**config.mk**
```make
export PLATFORM = sky130hd
export DESIGN_NAME = apc_clock_config
export DESIGN_NICKNAME = d
export VERILOG_FILES = /design/src/logic/apc_pkg.sv /design/src/logic/apc_regbus_if.sv /design/src/logic/apc_ahb_slave.sv /design/src/logic/apc_tick_divider.sv /design/src/logic/apc_clock_config.sv
export SDC_FILE = /design/constraint.sdc
export NUM_CORES = 1
export LEC_CHECK = 0
export BUFFER_PORTS_ARGS = -buffer_cell sky130_fd_sc_hd__buf_2
export CAP_MARGIN = 5
export CORE_ASPECT_RATIO = 0.5
export CORE_UTILIZATION = 25
export CTS_CLUSTER_SIZE = 16
export DETAILED_ROUTE_END_ITERATION = 10
export HOLD_SLACK_MARGIN = 0.08
export SLEW_MARGIN = 10
export SYNTH_ARGS = -nofsm -noshare
export SYNTH_HDL_FRONTEND = slang
export SYNTH_SLANG_ARGS = --single-unit
```
**constraint.sdc**
```tcl
create_clock -name hclk -period 3.3 [get_ports hclk]
set_input_delay 0.33 -clock hclk [delete_from_list [all_inputs] [get_ports hclk]]
set_output_delay 0.33 -clock hclk [all_outputs]
set_load 0.05 [all_outputs]
```
**src/logic/apc_pkg.sv**
```systemverilog
// constants, types and field layout of the converter prescale and clock source select registers
`default_nettype none
package apc_pkg;
	localparam int          APC_ADDR_W          = 8;
	localparam logic [7:0]  APC_OFS_DIVIDER     = 8'h2c;
	localparam logic [7:0]  APC_OFS_SOURCE      = 8'h30;
	localparam logic [31:0] APC_RESET_VALUE     = 32'h0000_0000;
	localparam int          APC_CONV_LSB        = 4;
	localparam int          APC_CONV_MSB        = 8;
	localparam int          APC_PLL_INPUT_PREDIVIDER_LSB      = 0;
	localparam int          APC_PLL_INPUT_PREDIVIDER_MSB      = 3;
	localparam int          APC_TIM_C_BIT       = 13;
	localparam int          APC_TIM_B_BIT       = 11;
	localparam int          APC_TIM_A_BIT       = 10;
	localparam int          APC_TIM_MAIN_BIT    = 8;
	localparam int          APC_I2C_A_BIT       = 4;
	localparam int          APC_I2C_B_BIT       = 5;
	localparam int          APC_I2C_C_BIT       = 6;
	localparam int          APC_SERIAL_LSB      = 0;
	localparam int          APC_SERIAL_MSB      = 1;
	localparam logic [4:0]  APC_TIM_MAX_DIV_LOG2 = 5'h01;
	localparam int          APC_RATIO_W         = 9;

	typedef enum logic [1:0] {
		APC_SRC_PERIPH_BUS,
		APC_SRC_SYSTEM_CORE,
		APC_SRC_EXT_SLOW,
		APC_SRC_INT_FAST
	} apc_serial_src_t;

	typedef struct packed {
		logic                  active;
		logic                  write;
		logic [APC_ADDR_W-1:0] addr;
		logic [3:0]            byte_en;
	} apc_ahb_state_t;

	typedef struct packed {
		logic [4:0]      conv_prescale;
		logic [3:0]      predivider;
		logic            timer_c;
		logic            timer_b;
		logic            timer_a;
		logic            timer_main;
		logic            i2c_a;
		logic            i2c_b;
		logic            i2c_c;
		apc_serial_src_t serial;
	} apc_cfg_state_t;
endpackage
`default_nettype wire

```
**src/logic/apc_regbus_if.sv**
```systemverilog
// register access carrier between the bus slave and the register file
`timescale 1ns/10ps
`default_nettype none
interface apc_regbus_if;
	logic                           wr_en;
	logic                           rd_en;
	logic [apc_pkg::APC_ADDR_W-1:0] addr;
	logic [3:0]                     byte_en;
	logic [31:0]                    wdata;
	logic [31:0]                    rdata;
	modport bridge (output wr_en, output rd_en, output addr, output byte_en, output wdata, input rdata);
	modport target (input wr_en, input rd_en, input addr, input byte_en, input wdata, output rdata);
endinterface
`default_nettype wire

```
**src/logic/apc_ahb_slave.sv**
```systemverilog
// zero wait state AHB-Lite slave front end
`timescale 1ns/10ps
`default_nettype none
module apc_ahb_slave
(
	// clock and reset
	input  wire logic         hclk,
	input  wire logic         hresetn,
	// ahb-lite
	input  wire logic         hsel,
	input  wire logic [31:0]  haddr,
	input  wire logic [1:0]   htrans,
	input  wire logic         hwrite,
	input  wire logic [2:0]   hsize,
	input  wire logic [31:0]  hwdata,
	input  wire logic         hready,
	output logic              hreadyout,
	output logic              hresp,
	output logic [31:0]       hrdata,
	// register side
	apc_regbus_if.bridge      bus
);
	apc_pkg::apc_ahb_state_t st;
	apc_pkg::apc_ahb_state_t next_st;

	always_comb
	begin
		next_st = st;
		next_st.active = hsel && hready && htrans[1];
		next_st.write = hsel && hready && htrans[1] && hwrite;
		next_st.addr = {haddr[apc_pkg::APC_ADDR_W-1:2], 2'b00};
		unique case (hsize)
			3'h0: next_st.byte_en = 4'h1 << haddr[1:0];
			3'h1: next_st.byte_en = haddr[1] ? 4'hc : 4'h3;
			default: next_st.byte_en = 4'hf;
		endcase
	end

	always_ff @(posedge hclk or negedge hresetn)
	begin
		if (!hresetn)
			st <= '0;
		else
			st <= next_st;
	end

	// never stretches a data phase
	assign hreadyout = 1'b1;
	assign hresp = 1'b0;
	assign hrdata = bus.rd_en ? bus.rdata : 32'h0000_0000;
	assign bus.wr_en = st.write;
	assign bus.rd_en = st.active && !st.write;
	assign bus.addr = st.addr;
	assign bus.byte_en = st.byte_en;
	assign bus.wdata = hwdata;
endmodule
`default_nettype wire

```
**src/logic/apc_tick_divider.sv**
```systemverilog
// divides a stream of source clock ticks by a programmable ratio
`timescale 1ns/10ps
`default_nettype none
module apc_tick_divider
#(
	parameter int WIDTH = 9
)
(
	// clock and reset
	input  wire logic             hclk,
	input  wire logic             hresetn,
	// control
	input  wire logic             enable,
	input  wire logic [WIDTH-1:0] ratio,
	// ticks
	input  wire logic             tick_in,
	output logic                  tick_out
);
	typedef struct packed {
		logic [WIDTH-1:0] count;
		logic             tick;
	} apc_div_state_t;

	apc_div_state_t st;
	apc_div_state_t next_st;

	always_comb
	begin
		next_st = st;
		next_st.tick = 1'b0;
		if (!enable)
			next_st.count = '0;
		else if (tick_in)
		begin
			// ratio of one passes every tick
			if (st.count >= ratio - WIDTH'(1))
			begin
				next_st.count = '0;
				next_st.tick = 1'b1;
			end
			else
				next_st.count = st.count + WIDTH'(1);
		end
	end

	always_ff @(posedge hclk or negedge hresetn)
	begin
		if (!hresetn)
			st <= '0;
		else
			st <= next_st;
	end

	assign tick_out = st.tick;
endmodule
`default_nettype wire

```
**src/logic/apc_clock_config.sv**
```systemverilog
// converter prescale, PLL predivider and peripheral clock source select registers
`timescale 1ns/10ps
`default_nettype none
module apc_clock_config
#(
	parameter bit HAS_I2C_PORT_C = 1'b1
)
(
	// clock and reset
	input  wire logic        hclk,
	input  wire logic        hresetn,
	// ahb-lite
	input  wire logic        hsel,
	input  wire logic [31:0] haddr,
	input  wire logic [1:0]  htrans,
	input  wire logic        hwrite,
	input  wire logic [2:0]  hsize,
	input  wire logic [31:0] hwdata,
	input  wire logic        hready,
	output logic             hreadyout,
	output logic             hresp,
	output logic [31:0]      hrdata,
	// clock tree status
	input  wire logic        pll_enabled,
	input  wire logic        system_core_clock_is_pll,
	input  wire logic [3:0]  ahb_divisor_log2,
	input  wire logic [2:0]  apb2_divisor_log2,
	// shared predivider bit seen from the main clock configuration register
	input  wire logic        main_cfg_bit17_wr,
	input  wire logic        main_cfg_bit17_wdata,
	output logic             main_cfg_bit17_rdata,
	// source clock ticks
	input  wire logic        pll_clock_tick,
	input  wire logic        external_fast_oscillator_tick,
	// converter clock
	output logic             converter_clock_enable,
	output logic [8:0]       converter_divide_ratio,
	output logic             converter_clock_tick,
	// pll reference
	output logic [4:0]       pll_input_divide_ratio,
	output logic             pll_reference_tick,
	// timer clock sources
	output logic             timer_a_clock_from_pll,
	output logic             timer_b_clock_from_pll,
	output logic             timer_c_clock_from_pll,
	output logic             main_timer_clock_from_pll,
	output logic             apb2_timer_clock_doubled,
	// i2c and serial clock sources
	output logic             i2c_port_a_clock_from_system,
	output logic             i2c_port_b_clock_from_system,
	output logic             i2c_port_c_clock_from_system,
	output logic [1:0]       serial_port_clock_source
);
	apc_regbus_if bus ();

	apc_pkg::apc_cfg_state_t st;
	apc_pkg::apc_cfg_state_t next_st;
	logic [31:0]             divider_word;
	logic [31:0]             source_word;
	logic [31:0]             byte_mask;
	logic [31:0]             merged;
	logic [4:0]              bus_div_log2;
	logic                    timer_group_open;
	logic                    main_timer_open;

	apc_ahb_slave u_slave
	(
		.hclk      (hclk),
		.hresetn   (hresetn),
		.hsel      (hsel),
		.haddr     (haddr),
		.htrans    (htrans),
		.hwrite    (hwrite),
		.hsize     (hsize),
		.hwdata    (hwdata),
		.hready    (hready),
		.hreadyout (hreadyout),
		.hresp     (hresp),
		.hrdata    (hrdata),
		.bus       (bus)
	);

	// prescale code to PLL division ratio
	function automatic logic [8:0] conv_ratio(input logic [3:0] code);
		logic [8:0] r;
		r = 9'h100;
		unique case (code)
			4'h0: r = 9'h001;
			4'h1: r = 9'h002;
			4'h2: r = 9'h004;
			4'h3: r = 9'h006;
			4'h4: r = 9'h008;
			4'h5: r = 9'h00a;
			4'h6: r = 9'h00c;
			4'h7: r = 9'h010;
			4'h8: r = 9'h020;
			4'h9: r = 9'h040;
			4'ha: r = 9'h080;
			default: r = 9'h100;
		endcase
		return r;
	endfunction

	// read-back images of the two registers
	always_comb
	begin
		divider_word = apc_pkg::APC_RESET_VALUE;
		divider_word[apc_pkg::APC_CONV_MSB:apc_pkg::APC_CONV_LSB] = st.conv_prescale;
		divider_word[apc_pkg::APC_PLL_INPUT_PREDIVIDER_MSB:apc_pkg::APC_PLL_INPUT_PREDIVIDER_LSB] = st.predivider;
		source_word = apc_pkg::APC_RESET_VALUE;
		source_word[apc_pkg::APC_TIM_C_BIT] = st.timer_c;
		source_word[apc_pkg::APC_TIM_B_BIT] = st.timer_b;
		source_word[apc_pkg::APC_TIM_A_BIT] = st.timer_a;
		source_word[apc_pkg::APC_TIM_MAIN_BIT] = st.timer_main;
		source_word[apc_pkg::APC_I2C_A_BIT] = st.i2c_a;
		source_word[apc_pkg::APC_I2C_B_BIT] = st.i2c_b;
		source_word[apc_pkg::APC_I2C_C_BIT] = st.i2c_c;
		source_word[apc_pkg::APC_SERIAL_MSB:apc_pkg::APC_SERIAL_LSB] = st.serial;
	end

	always_comb
	begin
		bus.rdata = 32'h0000_0000;
		if (bus.addr == apc_pkg::APC_OFS_DIVIDER)
			bus.rdata = divider_word;
		else if (bus.addr == apc_pkg::APC_OFS_SOURCE)
			bus.rdata = source_word;
	end

	// cumulative ahb plus apb2 division decides whether timer selects may be held
	assign bus_div_log2 = 5'(ahb_divisor_log2) + 5'(apb2_divisor_log2);
	assign timer_group_open = system_core_clock_is_pll && (bus_div_log2 <= apc_pkg::APC_TIM_MAX_DIV_LOG2);
	assign main_timer_open = system_core_clock_is_pll && (bus_div_log2 == 5'h00);

	always_comb
	begin
		byte_mask = {{8{bus.byte_en[3]}}, {8{bus.byte_en[2]}}, {8{bus.byte_en[1]}}, {8{bus.byte_en[0]}}};
		merged = 32'h0000_0000;
		next_st = st;
		if (bus.wr_en && bus.addr == apc_pkg::APC_OFS_DIVIDER)
		begin
			merged = (divider_word & ~byte_mask) | (bus.wdata & byte_mask);
			next_st.conv_prescale = merged[apc_pkg::APC_CONV_MSB:apc_pkg::APC_CONV_LSB];
			// predivider frozen while the pll runs
			if (!pll_enabled)
				next_st.predivider = merged[apc_pkg::APC_PLL_INPUT_PREDIVIDER_MSB:apc_pkg::APC_PLL_INPUT_PREDIVIDER_LSB];
		end
		if (main_cfg_bit17_wr && !pll_enabled)
			next_st.predivider[0] = main_cfg_bit17_wdata;
		if (bus.wr_en && bus.addr == apc_pkg::APC_OFS_SOURCE)
		begin
			merged = (source_word & ~byte_mask) | (bus.wdata & byte_mask);
			next_st.i2c_a = merged[apc_pkg::APC_I2C_A_BIT];
			next_st.i2c_b = merged[apc_pkg::APC_I2C_B_BIT];
			next_st.i2c_c = HAS_I2C_PORT_C && merged[apc_pkg::APC_I2C_C_BIT];
			next_st.serial = apc_pkg::apc_serial_src_t'(merged[apc_pkg::APC_SERIAL_MSB:apc_pkg::APC_SERIAL_LSB]);
			if (timer_group_open)
			begin
				next_st.timer_a = merged[apc_pkg::APC_TIM_A_BIT];
				next_st.timer_b = merged[apc_pkg::APC_TIM_B_BIT];
				next_st.timer_c = merged[apc_pkg::APC_TIM_C_BIT];
			end
			if (main_timer_open)
				next_st.timer_main = merged[apc_pkg::APC_TIM_MAIN_BIT];
		end
		// leaving the allowed clock setup drops back to the apb2 source
		if (!timer_group_open)
		begin
			next_st.timer_a = 1'b0;
			next_st.timer_b = 1'b0;
			next_st.timer_c = 1'b0;
		end
		if (!main_timer_open)
			next_st.timer_main = 1'b0;
	end

	always_ff @(posedge hclk or negedge hresetn)
	begin
		if (!hresetn)
			st <= '0;
		else
			st <= next_st;
	end

	assign converter_clock_enable = st.conv_prescale[4];
	assign converter_divide_ratio = conv_ratio(st.conv_prescale[3:0]);
	assign pll_input_divide_ratio = 5'(st.predivider) + 5'h01;
	assign main_cfg_bit17_rdata = st.predivider[0];

	apc_tick_divider #(.WIDTH(apc_pkg::APC_RATIO_W)) u_conv_div
	(
		.hclk     (hclk),
		.hresetn  (hresetn),
		.enable   (converter_clock_enable),
		.ratio    (converter_divide_ratio),
		.tick_in  (pll_clock_tick),
		.tick_out (converter_clock_tick)
	);

	apc_tick_divider #(.WIDTH(apc_pkg::APC_RATIO_W)) u_pll_input_predivider
	(
		.hclk     (hclk),
		.hresetn  (hresetn),
		.enable   (1'b1),
		.ratio    (apc_pkg::APC_RATIO_W'(pll_input_divide_ratio)),
		.tick_in  (external_fast_oscillator_tick),
		.tick_out (pll_reference_tick)
	);

	assign timer_a_clock_from_pll = st.timer_a;
	assign timer_b_clock_from_pll = st.timer_b;
	assign timer_c_clock_from_pll = st.timer_c;
	assign main_timer_clock_from_pll = st.timer_main;
	assign apb2_timer_clock_doubled = (apb2_divisor_log2 != 3'h0);
	assign i2c_port_a_clock_from_system = st.i2c_a;
	assign i2c_port_b_clock_from_system = st.i2c_b;
	assign i2c_port_c_clock_from_system = st.i2c_c;
	assign serial_port_clock_source = st.serial;
endmodule
`default_nettype wire

```
==> results.cfg <==
[timing]
finalSetupViolCount = 0
period_share_pct = 91.0
worstMarginPinSlew_ns = 0.587
rsz0062_at_grt = false
hold_viol_final = 0
finalMaxSlewViolations = 0
whs_ns = 0.152
relSlewSlack_pct = 60.7
setup_tns_ns = 0
fin_skew_ns = 0.00496
max_freq_mhz = 333
fin_crit_ns = 3.00

[synth]
synth_top_area_cell = dfrtp_1
synthTopCellsByArea = dfrtp_1 37%, ha_1 10%, buf_4 5.1%
syn_area_um2 = 3210
synth-seq-cells = 48
yosys_warnings = 0
yosysUniqueCellTypes = 50
synth_flop_cell = dfrtp_1
synthCells = 335
synth_edf_count = 0
synth-seq-area-share_pct = 37.4
synth_top_area_share_pct = 37.4
async_reset_ff_share_pct = 100
netlist_top_cells_count = 48 x dfrtp_1, 26 x ha_1, 25 x nand2_1
syn_area_per_cell_um2 = 9.59
synth_most_common_cell = dfrtp_1

[power]
p_total_mw = 1.66
leakage_nw = 1.94
p_switching_uw = 576
power_frac_comb_pct = 29.4
internal-power_mw = 1.08
switching_share_pct = 34.7
vdd_drop_max_mv = 0.177
clkPwrFrac_pct = 29.7
cellPowerDensity_nw_per_um2 = 423
seqPwrFrac_pct = 40.9

[setup_path]
critPathMaxFanout = 9
crit_path_start_kind = flop
reg2reg_slack_ns = 0.30
cp_top_family = simple AND/OR/NAND/NOR gates
cp-end-kind = flop
critPathSlowestCell = or3_1
cp_data_required_time_ns = 3.45
r2r_end = u_conv_div.st[3]$_DFFE_PN0P_
cp_data_arrival_time_ns = 3.15
cp.buffers_inverters = 1
reg2regPathDepth = 11
critPathKind = flop to flop
max_stage_delay_ns = 0.50
crit_chain = or2_2, or3_1, ha_1, o21ai_0, a21oi_1, ha_1, nand2_1, or3_1, buf_4, nand3_1, o311ai_0

[clock_network]
clk_path_buf_depth = 2
worstSkewPairLatency_ns = 0.29
cts_setup_buffers = 0
htree_levels = 2
cts_tree = yes
cts_buffers = 5
cts_sinks = 48
root_buffer = clkbuf_16
clkTransAtPathRegs_ns = 0.07

[cells_and_area]
fillers = 1258
drive_gt1_share_pct = 27.8
design_area_um2 = 3920
num_antenna_cells = 0
num-nets-final = 535
area_growth_syn_to_layout_pct = 21.9

[global_routing]
grt_pass1_vias = 2507
grt_first_pass_wirelength_um = 11700
antenna_found_initial = 1
grt_busiest_layer = met2
grt_util_met3_pct = 2.80
grt_remaining_overflow = 0
use_met1_pct = 12.7
gr-usage-met2_pct = 21.2
grt_max_degree = 29
grtUsageTotal_pct = 11.1

[floorplanning]
start_util_pct = 26.4
core_um2 = 12200
ios = 149
die-area_um2 = 13300
die_w_um = 162
die_height_um = 82.2
rows = 28

[outcome]
status = finished, final reports clean

[place]
portBuffers = 81
routabilityCongestion = 0.775
postPlaceCellArea_um2 = 3770
dp_hpwl_um = 5570

[routing]
dr_total_vias = 2682
drc = 0
antenna_left = 0
totalWireLength_um = 7160
drt-wirelength-per-cell_um = 12.2
dr.pass1.iters = 4
drtIter0Drc = 134
viasPerCell = 4.58

[min_path]
min_from = haddr[7]
min_to = u_slave.bus.addr[7]$_DFF_PN0_
whs_path_depth = 1
hold_class = input pin to flop

[job]
maxCapViolCount = 0
[worst max-delay path by stage]
stage          start                                        end  slack [ns]  cells after the start
2_1_floorplan   flop  u_pll_input_predivider.tick_out$_DFF_PN0_        0.13                     10
3_3_place_gp    flop               u_conv_div.st[7]$_DFFE_PN0P_        0.33                     11
3_5_place_dp    flop               u_conv_div.st[7]$_DFFE_PN0P_        0.29                     11
4_1_cts         flop               u_conv_div.st[7]$_DFFE_PN0P_        0.26                     11
5_1_grt         flop               u_conv_div.st[4]$_DFFE_PN0P_        0.05                     11
6_report        flop               u_conv_div.st[3]$_DFFE_PN0P_        0.30                     11
[cell type report]
type	count	area, um^2	share of cell area (%)
Sequential cell	48	1200	30.7
Timing Repair Buffer	92	490	12.5
Multi-Input combinational cell	260	1830	46.7
Clock buffer	5	125	3.19
Clock inverter	2	12.5	0.319
Inverter	14	52.6	1.34
Tap cell	165	206	5.27
[metrics by stage]
stage               utilization (%)  worst slack [ns]  instances
floorplan                         -             0.128        355
global placement               31.0             0.326        578
detailed placement             31.0             0.285        578
CTS                            32.2             0.264        586
global route                   32.2            0.0466        586
finish                         32.2             0.296        586
[placed cells by master, fill, tap and decap left out, types with 3 or more instances in the layout]
cell type,count
and2_1,9
nand4_1,10
o41ai_1,4
and3_1,8
nor2_1,24
o2bb2ai_1,3
ha_1,26
a22o_1,6
or3_1,4
nand3b_1,4
and4_1,3
inv_1,14
conb_1,22
buf_2,81
nand3_1,11
mux2i_1,6
buf_4,10
o21ai_0,14
mux2_2,9
clkbuf_16,5
and4b_1,3
a21oi_1,13
a21boi_0,5
nor2b_1,6
a41oi_1,3
o311ai_0,3
nand2_1,25
xnor2_1,4
nand2b_1,9
dfrtp_1,48
[power by group through the flow]
stage          sequential, mW  combinational (mW)  clock, mW
2_1_floorplan           0.708               0.375          0
3_3_place_gp            0.689               0.481          0
3_5_place_dp            0.689               0.490          0
4_1_cts                 0.678               0.492      0.511
5_1_grt                 0.687               0.542      0.534
6_report                0.678               0.487      0.492
[timing repair]
action	4_1_cts	5_1_grt
gates resized for setup	0	1
endpoints found under the setup margin	0	1
hold buffers	1	0
hold endpoints to repair	20	0
[cell families after synthesis]
| logic type | share of synthesized area (%) |
|---|---|
| simple gates | 23.0 |
| compound gates | 13.3 |
| flops | 37.4 |
| buf+inv | 8.41 |
| fa+ha+maj | 10.8 |
| mux | 5.03 |
| xor+xnor | 1.91 |
| other cells | 0.234 |
[per-layer routing]
metal	up-vias	share of wire (%)
li1	1332	-
met2	47	53
met3	5	4.1
met4	0	0.87
met5	-	0
met1	1298	42
No activity file was read; power rests on OpenSTA's default activity.
